### src/rtl/srs_regs.svh
// Register offsets, reset values and timing counts for the reset sequencer.
`ifndef SRS_REGS_SVH
`define SRS_REGS_SVH
`define SRS_BLK_RST_ADDR      16'he63f
`define SRS_BLK_RST_RESET     8'h00
`define SRS_BLK_RST_MASK      8'h0e
`define SRS_BIT_TR            1
`define SRS_BIT_TDM           2
`define SRS_BIT_HDLC          3
`define SRS_PULSE_TU          8
`define SRS_PULSE_CYC         ((`SRS_PULSE_TU + 1) / 2)
`define SRS_SEQ_TU            2048
`define SRS_SEQ_CYC           11'd1024
`define SRS_HW_MIN_TU         16
`define SRS_HW_MIN_CYC        6'd8
`define SRS_WDOG_CYC          18'h20000
`define SRS_WDOG_RELOAD       8'h00
`define SRS_WCTRL_SWR_BIT     0
`define SRS_WCTRL_WDOG_RESET_FLAG_BIT    1
`define SRS_WCTRL_SHORT_HW_RESET_BIT    2
`define SRS_WCTRL_DIS_BIT     3
`endif

### src/rtl/srs_pkg.sv
// Types shared by the reset sequencer modules.
package srs_pkg;
  typedef enum logic [1:0] {
    SRS_SEQ_IDLE,
    SRS_SEQ_RUN,
    SRS_SEQ_HOLD,
    SRS_SEQ_LENGTHEN
  } srs_seq_t;
  typedef enum logic [1:0] {
    SRS_DSP_RESET,
    SRS_DSP_WAIT,
    SRS_DSP_ACTIVE
  } srs_dsp_t;
endpackage : srs_pkg

### src/rtl/srs_sync.sv
// Two-flop synchroniser for a pin level.
`timescale 1ns/100ps
module srs_sync (
  input  wire logic sys_clk_i,
  input  wire logic rst_i,
  input  wire logic d_i,
  output logic      q_o
);
  logic stage1;
  always_ff @(posedge sys_clk_i)
  begin
    if (rst_i)
    begin
      stage1 <= 1'b1;
      q_o    <= 1'b1;
    end
    else
    begin
      stage1 <= d_i;
      q_o    <= stage1;
    end
  end
endmodule : srs_sync

### src/rtl/srs_wdog.sv
// Watchdog counter with reload, service and disable.
`timescale 1ns/100ps
`include "srs_regs.svh"
module srs_wdog (
  input  wire logic sys_clk_i,
  input  wire logic rst_i,
  input  wire logic run_i,
  input  wire logic service_i,
  input  wire logic disable_i,
  output logic      overflow_o
);
  // Counting every CPU cycle stands for a half-rate clock with half the
  // count, so the overflow lands on the same cycle.
  logic [17:0] count;
  logic        off;
  always_ff @(posedge sys_clk_i)
  begin
    if (rst_i || !run_i)
    begin
      count      <= 18'h00000;
      off        <= 1'b0;
      overflow_o <= 1'b0;
    end
    else
    begin
      overflow_o <= 1'b0;
      if (disable_i)
        off <= 1'b1;
      if (service_i)
        count <= {`SRS_WDOG_RELOAD, 10'h000};
      else if (!off && !disable_i)
      begin
        if (count == `SRS_WDOG_CYC - 18'h00001)
        begin
          overflow_o <= 1'b1;
          count      <= {`SRS_WDOG_RELOAD, 10'h000};
        end
        else
          count <= count + 18'h00001;
      end
    end
  end
endmodule : srs_wdog

### src/rtl/srs_sequencer.sv
// System reset sequencer: reset entry, sequence timing and reset outputs.
// Overview of operation
// - Soft reset instruction gives an 8-unit start pulse and marks soft type.
// - Internal reset stays active while the sequence runs; release starts code.
// - After a soft reset the startup configuration is latched again.
// - Watchdog overflow waits for bus cycle end, then sends 8-unit pulse.
// - Every reset lasts at least 2048 units, that is 1024 CPU cycles.
// - Every reset type starts the sequence; short ones are stretched.
// - Hardware reset is lengthened until oscillator and PLL are stable.
// - Idle wakeup does not lengthen reset; setup-active holds first fetch.
// - Lengthening does not stretch config sampling nor the pin reset.
// - No watchdog reset while in bootstrap loader mode.
// - Block reset register bits hold HDLC, TDM handler, transceiver reset.
// - Bus pins activate after the sequence; general I/O stays input.
// - System reset output goes low at the start of every sequence.
// - System reset output stays low until end-of-init executes.
// - Watchdog runs after reset, reload zero, overflows after 131072 cycles.
// - Watchdog reset sets its flag; hardware reset or service clears it.
// - Watchdog disable works only before first service or end-of-init.
// - DSP is held in reset while the system reset output is active.
// - DSP goes active on its first register access.
// - Reset pin low 16 units starts sequence; beyond 2048 is long reset.
`timescale 1ns/100ps
`include "srs_regs.svh"
module srs_sequencer (
  input  wire logic       sys_clk_i,
  input  wire logic       rst_i,
  input  wire logic       ext_reset_in_n_i,
  input  wire logic       soft_reset_instr_i,
  input  wire logic       end_init_instr_i,
  input  wire logic       wdog_disable_instr_i,
  input  wire logic       wdog_service_instr_i,
  input  wire logic       ext_bus_busy_i,
  input  wire logic       bootstrap_mode_i,
  input  wire logic       osc_pll_stable_i,
  input  wire logic       idle_wakeup_i,
  input  wire logic       clk_dist_stable_i,
  input  wire logic [7:0] startup_cfg_i,
  input  wire logic       dsp_reg_access_i,
  input  wire logic [15:0] reg_addr_i,
  input  wire logic       reg_wr_i,
  input  wire logic       reg_rd_i,
  input  wire logic [7:0] reg_wdata_i,
  output logic      [7:0] reg_rdata_o,
  output logic            sys_reset_o,
  output logic            sys_reset_out_n_o,
  output logic            ext_reset_oe_o,
  output logic            ext_reset_out_o,
  output logic            setup_active_o,
  output logic            cfg_latch_o,
  output logic      [7:0] cfg_latched_o,
  output logic            bus_pins_active_o,
  output logic            gpio_output_en_o,
  output logic            hdlc_reset_o,
  output logic            tdm_reset_o,
  output logic            trx_reset_o,
  output logic            dsp_reset_o,
  output logic            dsp_active_o,
  output logic      [3:0] wdog_ctrl_reg_o,
  output logic            wdog_reset_flag_o
);
  import srs_pkg::*;

  srs_seq_t    seq_state;
  srs_dsp_t    dsp_state;
  logic        rst_pin_n;
  logic [5:0]  low_cnt;
  logic        hw_req;
  logic        long_hw;
  logic [10:0] seq_cnt;
  logic [2:0]  pulse_cnt;
  logic        pulse_soft;
  logic        pulse_wdog;
  logic        wdog_pend;
  logic        wdog_ovf;
  logic        wdog_run;
  logic        wdog_gate;
  logic        soft_type;
  logic        short_hw;
  logic        wdog_type;
  logic        dis_window;
  logic        wdog_off;
  logic [7:0]  blk_rst;
  logic        start_seq;
  logic        seq_done;

  function automatic logic addr_hit(input logic [15:0] a);
    addr_hit = (a == `SRS_BLK_RST_ADDR);
  endfunction : addr_hit

  srs_sync u_pin_sync (
    .sys_clk_i (sys_clk_i),
    .rst_i     (rst_i),
    .d_i       (ext_reset_in_n_i),
    .q_o       (rst_pin_n)
  );

  // The pin must stay low for the filter count before it counts as reset.
  always_ff @(posedge sys_clk_i)
  begin
    if (rst_i)
    begin
      low_cnt <= 6'd0;
      hw_req  <= 1'b0;
    end
    else if (rst_pin_n)
    begin
      low_cnt <= 6'd0;
      hw_req  <= 1'b0;
    end
    else
    begin
      if (low_cnt != `SRS_HW_MIN_CYC)
        low_cnt <= low_cnt + 6'd1;
      hw_req <= (low_cnt == `SRS_HW_MIN_CYC - 6'd1);
    end
  end

  // Start pulses last eight timing units, four CPU cycles.
  always_ff @(posedge sys_clk_i)
  begin
    if (rst_i)
    begin
      pulse_cnt  <= 3'd0;
      pulse_soft <= 1'b0;
      pulse_wdog <= 1'b0;
      wdog_pend  <= 1'b0;
    end
    else
    begin
      if (wdog_ovf && !bootstrap_mode_i)
        wdog_pend <= 1'b1;
      if (pulse_cnt != 3'd0)
      begin
        pulse_cnt <= pulse_cnt - 3'd1;
        if (pulse_cnt == 3'd1)
        begin
          pulse_soft <= 1'b0;
          pulse_wdog <= 1'b0;
        end
      end
      else if (seq_state == SRS_SEQ_IDLE && soft_reset_instr_i)
      begin
        pulse_soft <= 1'b1;
        pulse_cnt  <= 3'(`SRS_PULSE_CYC);
      end
      else if (seq_state == SRS_SEQ_IDLE && wdog_pend && !ext_bus_busy_i)
      begin
        pulse_wdog <= 1'b1;
        wdog_pend  <= 1'b0;
        pulse_cnt  <= 3'(`SRS_PULSE_CYC);
      end
    end
  end

  assign start_seq = hw_req || (pulse_cnt == 3'(`SRS_PULSE_CYC) &&
                     (pulse_soft || pulse_wdog));
  assign seq_done  = (seq_cnt == `SRS_SEQ_CYC - 11'd1);

  // Sequence: run 1024 cycles, hold for the pin, then wait for the PLL after a hardware reset.
  always_ff @(posedge sys_clk_i)
  begin
    if (rst_i)
    begin
      seq_state <= SRS_SEQ_RUN;
      seq_cnt   <= 11'd0;
      long_hw   <= 1'b0;
    end
    else
    begin
      unique case (seq_state)
        SRS_SEQ_IDLE:
        begin
          seq_cnt <= 11'd0;
          if (start_seq)
            seq_state <= SRS_SEQ_RUN;
        end
        SRS_SEQ_RUN:
        begin
          seq_cnt <= seq_cnt + 11'd1;
          if (seq_done)
          begin
            long_hw   <= !rst_pin_n;
            seq_state <= SRS_SEQ_HOLD;
          end
        end
        SRS_SEQ_HOLD:
        begin
          if (rst_pin_n)
            seq_state <= SRS_SEQ_LENGTHEN;
        end
        SRS_SEQ_LENGTHEN:
        begin
          if (osc_pll_stable_i || !(short_hw || long_hw))
            seq_state <= SRS_SEQ_IDLE;
        end
      endcase
    end
  end

  // Reset type bookkeeping, visible through the watchdog control image.
  always_ff @(posedge sys_clk_i)
  begin
    if (rst_i)
    begin
      soft_type <= 1'b0;
      short_hw  <= 1'b1;
      wdog_type <= 1'b0;
    end
    else if (start_seq)
    begin
      soft_type <= pulse_soft;
      wdog_type <= pulse_wdog ? 1'b1 : (hw_req ? 1'b0 : wdog_type);
      short_hw  <= hw_req;
    end
    else if (wdog_service_instr_i && seq_state == SRS_SEQ_IDLE)
      wdog_type <= 1'b0;
  end

  // Sampling follows the sequence, not the clock lengthening phase.
  always_ff @(posedge sys_clk_i)
  begin
    if (rst_i)
    begin
      cfg_latch_o   <= 1'b0;
      cfg_latched_o <= 8'h00;
    end
    else
    begin
      cfg_latch_o <= (seq_state == SRS_SEQ_HOLD) && rst_pin_n;
      if ((seq_state == SRS_SEQ_HOLD) && rst_pin_n)
        cfg_latched_o <= startup_cfg_i;
    end
  end

  // Reset outputs and pin-side drive.
  always_ff @(posedge sys_clk_i)
  begin
    if (rst_i)
    begin
      sys_reset_o       <= 1'b1;
      sys_reset_out_n_o <= 1'b0;
      ext_reset_oe_o    <= 1'b1;
      ext_reset_out_o   <= 1'b0;
      bus_pins_active_o <= 1'b0;
      gpio_output_en_o  <= 1'b0;
    end
    else
    begin
      sys_reset_o <= (seq_state != SRS_SEQ_IDLE) || start_seq;
      ext_reset_oe_o <= (seq_state == SRS_SEQ_RUN) || start_seq;
      ext_reset_out_o <= 1'b0;
      if (start_seq)
        sys_reset_out_n_o <= 1'b0;
      else if (end_init_instr_i && seq_state == SRS_SEQ_IDLE)
        sys_reset_out_n_o <= 1'b1;
      bus_pins_active_o <= (seq_state == SRS_SEQ_IDLE) && !start_seq;
      gpio_output_en_o  <= 1'b0;
    end
  end

  // Idle wakeup holds the first fetch without stretching reset.
  always_ff @(posedge sys_clk_i)
  begin
    if (rst_i)
      setup_active_o <= 1'b0;
    else
      setup_active_o <= idle_wakeup_i && !clk_dist_stable_i;
  end

  // Disable is honoured only until the first service or end-of-init.
  always_ff @(posedge sys_clk_i)
  begin
    if (rst_i || seq_state != SRS_SEQ_IDLE)
    begin
      dis_window <= 1'b1;
      wdog_off   <= 1'b0;
    end
    else
    begin
      if (wdog_service_instr_i || end_init_instr_i)
        dis_window <= 1'b0;
      if (wdog_disable_instr_i && dis_window)
        wdog_off <= 1'b1;
    end
  end

  assign wdog_run  = (seq_state == SRS_SEQ_IDLE);
  assign wdog_gate = wdog_disable_instr_i && dis_window;

  srs_wdog u_wdog (
    .sys_clk_i (sys_clk_i),
    .rst_i     (rst_i),
    .run_i     (wdog_run),
    .service_i (wdog_service_instr_i),
    .disable_i (wdog_gate),
    .overflow_o(wdog_ovf)
  );

  // Block soft reset register; unused bits read as zero.
  always_ff @(posedge sys_clk_i)
  begin
    if (rst_i || sys_reset_o)
      blk_rst <= `SRS_BLK_RST_RESET;
    else if (reg_wr_i && addr_hit(reg_addr_i))
      blk_rst <= reg_wdata_i & `SRS_BLK_RST_MASK;
  end

  always_ff @(posedge sys_clk_i)
  begin
    if (rst_i)
    begin
      reg_rdata_o       <= 8'h00;
      hdlc_reset_o      <= 1'b0;
      tdm_reset_o       <= 1'b0;
      trx_reset_o       <= 1'b0;
      wdog_ctrl_reg_o   <= 4'h0;
      wdog_reset_flag_o <= 1'b0;
    end
    else
    begin
      reg_rdata_o <= (reg_rd_i && addr_hit(reg_addr_i)) ? blk_rst : 8'h00;
      hdlc_reset_o <= blk_rst[`SRS_BIT_HDLC];
      tdm_reset_o  <= blk_rst[`SRS_BIT_TDM];
      trx_reset_o  <= blk_rst[`SRS_BIT_TR];
      wdog_ctrl_reg_o   <= {wdog_off, short_hw, wdog_type, soft_type};
      wdog_reset_flag_o <= wdog_type;
    end
  end

  // DSP: reset while the system reset output is low, active on access.
  always_ff @(posedge sys_clk_i)
  begin
    if (rst_i)
    begin
      dsp_state    <= SRS_DSP_RESET;
      dsp_reset_o  <= 1'b1;
      dsp_active_o <= 1'b0;
    end
    else
    begin
      unique case (dsp_state)
        SRS_DSP_RESET:
          if (sys_reset_out_n_o)
            dsp_state <= SRS_DSP_WAIT;
        SRS_DSP_WAIT:
          if (!sys_reset_out_n_o)
            dsp_state <= SRS_DSP_RESET;
          else if (dsp_reg_access_i)
            dsp_state <= SRS_DSP_ACTIVE;
        SRS_DSP_ACTIVE:
          if (!sys_reset_out_n_o)
            dsp_state <= SRS_DSP_RESET;
        default:
          dsp_state <= SRS_DSP_RESET;
      endcase
      dsp_reset_o  <= !sys_reset_out_n_o;
      dsp_active_o <= (dsp_state == SRS_DSP_ACTIVE) && sys_reset_out_n_o;
    end
  end
endmodule : srs_sequencer

### config.mk
export PLATFORM = sky130hd
export DESIGN_NAME = srs_sequencer
export DESIGN_NICKNAME = d
export VERILOG_FILES = /design/src/rtl/srs_pkg.sv /design/src/rtl/srs_sync.sv /design/src/rtl/srs_wdog.sv /design/src/rtl/srs_sequencer.sv
export VERILOG_INCLUDE_DIRS = /design/src /design/src/rtl
export SDC_FILE = /design/constraint.sdc
export NUM_CORES = 1
export LEC_CHECK = 0
export BUFFER_PORTS_ARGS = -buffer_cell sky130_fd_sc_hd__buf_2
export CORE_AREA = 2 2 82 84
export CTS_CLUSTER_DIAMETER = 100
export DETAILED_ROUTE_END_ITERATION = 7
export DIE_AREA = 0 0 84 86
export GPL_ROUTABILITY_DRIVEN = 0
export MAX_ROUTING_LAYER = met4
export PLACE_DENSITY = 0.9
export SYNTH_ARGS = -nofsm -noshare
export SYNTH_HDL_FRONTEND = slang
export SYNTH_SLANG_ARGS = --single-unit
### constraint.sdc
create_clock -name sys_clk_i -period 3.4 [get_ports sys_clk_i]
set_input_delay 0.34 -clock sys_clk_i [delete_from_list [all_inputs] [get_ports sys_clk_i]]
set_output_delay 0.34 -clock sys_clk_i [all_outputs]
set_load 0.05 [all_outputs]
==> results.md <==
* Pwr Total at 1.84 mW
* Slowest stage delay, CP at 0.40 ns
* Critical path cell sequence: inv_1 > ha_1 > inv_1 > o221ai_1 > a211oi_1 > mux2i_1
* CORE AREA at 6280 sq um
* Clock Latency Late Sink at 0.36 ns
* Worst slew pin tran at 0.771 ns
* RSZ-0062 raised after global routing: false
* H-tree Lvls at 3
* Pre-antenna DRT Iters at 5
* Multi-input gate area at 1710 sq um
* Area Overhead vs Synth at 15.3%
* Setup TNS at 0 ns
* Number of distinct library cells after synthesis at 48
* CP Class: register to register
* Starting density of the core at 56.5%
* Sequential Area at 1680 sq um
* Period utilization at 60.2%
* Max frequency at 489 MHz
* Max Cap Viol at 0
* Worst Skew at 0.00525 ns
* Final hold vios at 0
* CP Data Required Time at 3.69 ns
* Final non-filler cell total at 540
* Critical path's most frequent cell: inv_1
* Largest net degree at the start of global routing at 46
* Final wirelength at 7540 um
* Post-DRT Antenna Nets at 0
* Synthesized cell area at 3540 sq um
* DR iter-0 viols at 182
* Worst setup EP type: register
* CP startpoint kind: register
* Total gr overflow at 0
* Avg Vias per Cell at 5.65
* Initial antenna violation count at 0
* Status: finished clean
* DRC Markers at 0
* Clock sinks at 84
* Cts-stage hold buffer count at 0
* Clock tree buffer depth at 2
* Final Max Slew Viols at 0
* Fillers at 497
* Placement Setup Slack at 1.42 ns
* Inst Count DP at 525
* PD cells at 450 nW/um^2
* Root Buffer: clkbuf_8
* Post-CTS resize count at 0
* Proportion of layout cells with a drive suffix above 1 at 20.3%
* Register area share after synthesis at 47.4%
* First-pass GRT wire length at 12,000 um
* IO buf count at 68
* Dpl hpwl at 5120 um
* Die ar. at 7220 sq um
* Ys flop type: dfxtp_1
* CP max-delay cell: dfxtp_1
* Worst Path Arrival at 2.34 ns
* Flops & latches, synth at 84
* Fin util at 65.1%
* Synthesized area per cell at 8.88 sq um
* Buf/Inv on CP at 2
* Design Area, Final at 4090 sq um
* CP delay by family, top: compound AO/OA/AOI/OAI gates
* Post-CTS Setup Bufs at 0
* Site Rows at 29
* Num ports at 81
* Post-synth EDFFs at 0
* Clock-pin slew on the worst setup and hold paths at 0.08 ns
* WHS at 0.134 ns
* Setup violations, final at 0
* Rel. slew slack at 48.6%
* Yosys warning count at 0
* WL per Instance at 14.0 um
* Final net count at 514
* Cts bufs inserted at 9
* Total GRT Usage at 21.4%
* Die Ht at 86 um
* Reg2reg setup slack at 1.35 ns
* TritonCTS clock tree: yes
* Antenna diode count at 0
* Die span in x at 84 um
* Leak at 1.59 nW
* Cell count after synthesis at 399
* Via count at 3,049
* VDD IR max at 0.306 mV
* Min cycle time layout at 2.05 ns
* HP Class: input port to register
* Ys async rst share at 0%
* Placed Area at 3870 sq um
* Number of global-route vias before repair at 2,801
* CP max FO at 19
* PnR worst setup slack at 1.35 ns
[cell type report]
cell class	instances	share of cell area, %
Timing Repair Buffer	69	8.51
Sequential cell	84	41.2
Inverter	10	0.919
Tap cell	77	2.36
Clock inverter	6	2.17
Clock buffer	9	3.03
Multi-Input combinational cell	285	41.9
[synth_stat cells (5+ instances only)]
cell type | n | share of area [%]
ha_1 | 8 | 2.8
xor2_1 | 7 | 1.7
and3_1 | 5 | 0.88
nand2_1 | 40 | 4.2
inv_1 | 10 | 1.1
nand4_1 | 11 | 1.9
nor2_1 | 34 | 3.6
mux2i_1 | 9 | 2.5
nand3_1 | 19 | 2.7
dfxtp_1 | 84 | 47
buf_4 | 8 | 1.7
xnor2_1 | 6 | 1.5
a21oi_1 | 33 | 4.7
and2_1 | 6 | 1.1
o21ai_0 | 12 | 1.7
nor3_1 | 7 | 0.99
or3_1 | 5 | 0.88
clkbuf_1 | 13 | 1.4
nor2b_1 | 11 | 1.9
or2_2 | 5 | 0.88
or4_1 | 5 | 1.1
[metal layers]
metal	GRT usage [%]	vias to the layer above	wire length, um
li1	-	1508	-
met1	22.3	1423	3170
met2	36.9	100	3690
met3	7.31	18	492
met4	9.68	0	184
met5	-	-	0
[report_power, final]
part           internal, mW  switching, mW
clock                 0.410          0.360
sequential            0.988        0.00511
combinational        0.0269         0.0466
[registers in the layout (all words and copies together) (netlist names), 2 cells and up]
register	count
dsp_state	2
reg_rdata_o	3
cfg_latched_o	8
low_cnt	6
wdog_ctrl_reg_o	4
seq_state	2
seq_cnt	11
pulse_cnt	3
u_wdog.count	18
blk_rst	3
[path summary, 6_finish.rpt]
path | startpoint | end | cells after the start
setup / recovery | seq_state[1] | seq_state[1] | 6
hold / removal | clk_dist_stable_i | setup_active_o | 2
setup reg to reg | seq_state[1] | seq_state[1] | 6
hold reg to reg | u_pin_sync.stage1 | u_pin_sync.q_o | 1
[placed cells by master (no fill, tap or decap), types with 3 or more instances in the layout]
| master | count |
|---|---|
| nor2b_1 | 11 |
| a31oi_1 | 3 |
| dfxtp_1 | 84 |
| nand4_1 | 11 |
| nand3b_1 | 4 |
| a21o_1 | 3 |
| buf_2 | 68 |
| nor3_1 | 7 |
| and4_1 | 4 |
| o31ai_1 | 4 |
| a21oi_1 | 33 |
| ha_1 | 8 |
| nor2_1 | 34 |
| nand2b_1 | 4 |
| xnor2_1 | 6 |
| inv_1 | 10 |
| or3_1 | 5 |
| or2_2 | 5 |
| nand3_1 | 19 |
| nor4_1 | 3 |
| or4_1 | 5 |
| a311oi_1 | 3 |
| mux2i_1 | 9 |
| nand2_1 | 40 |
| a41oi_1 | 4 |
| nand4b_1 | 4 |
| o21ai_0 | 12 |
| clkbuf_8 | 9 |
| nor3b_1 | 4 |
| conb_1 | 7 |
| and3_1 | 5 |
| a211oi_1 | 4 |
| xor2_1 | 7 |
| and2_1 | 6 |
[cell families after synthesis]
kind of cell               synth area share (%)
xor gates and xnor gates                   3.21
muxes                                      2.54
DFF                                        47.4
AOI/OAI and AO/OA                          12.8
adders and majority gates                  2.82
other                                     0.106
and+or+nand+nor                            26.1
buffers and inverters                      4.94
No activity file was read; power rests on OpenSTA's default activity.
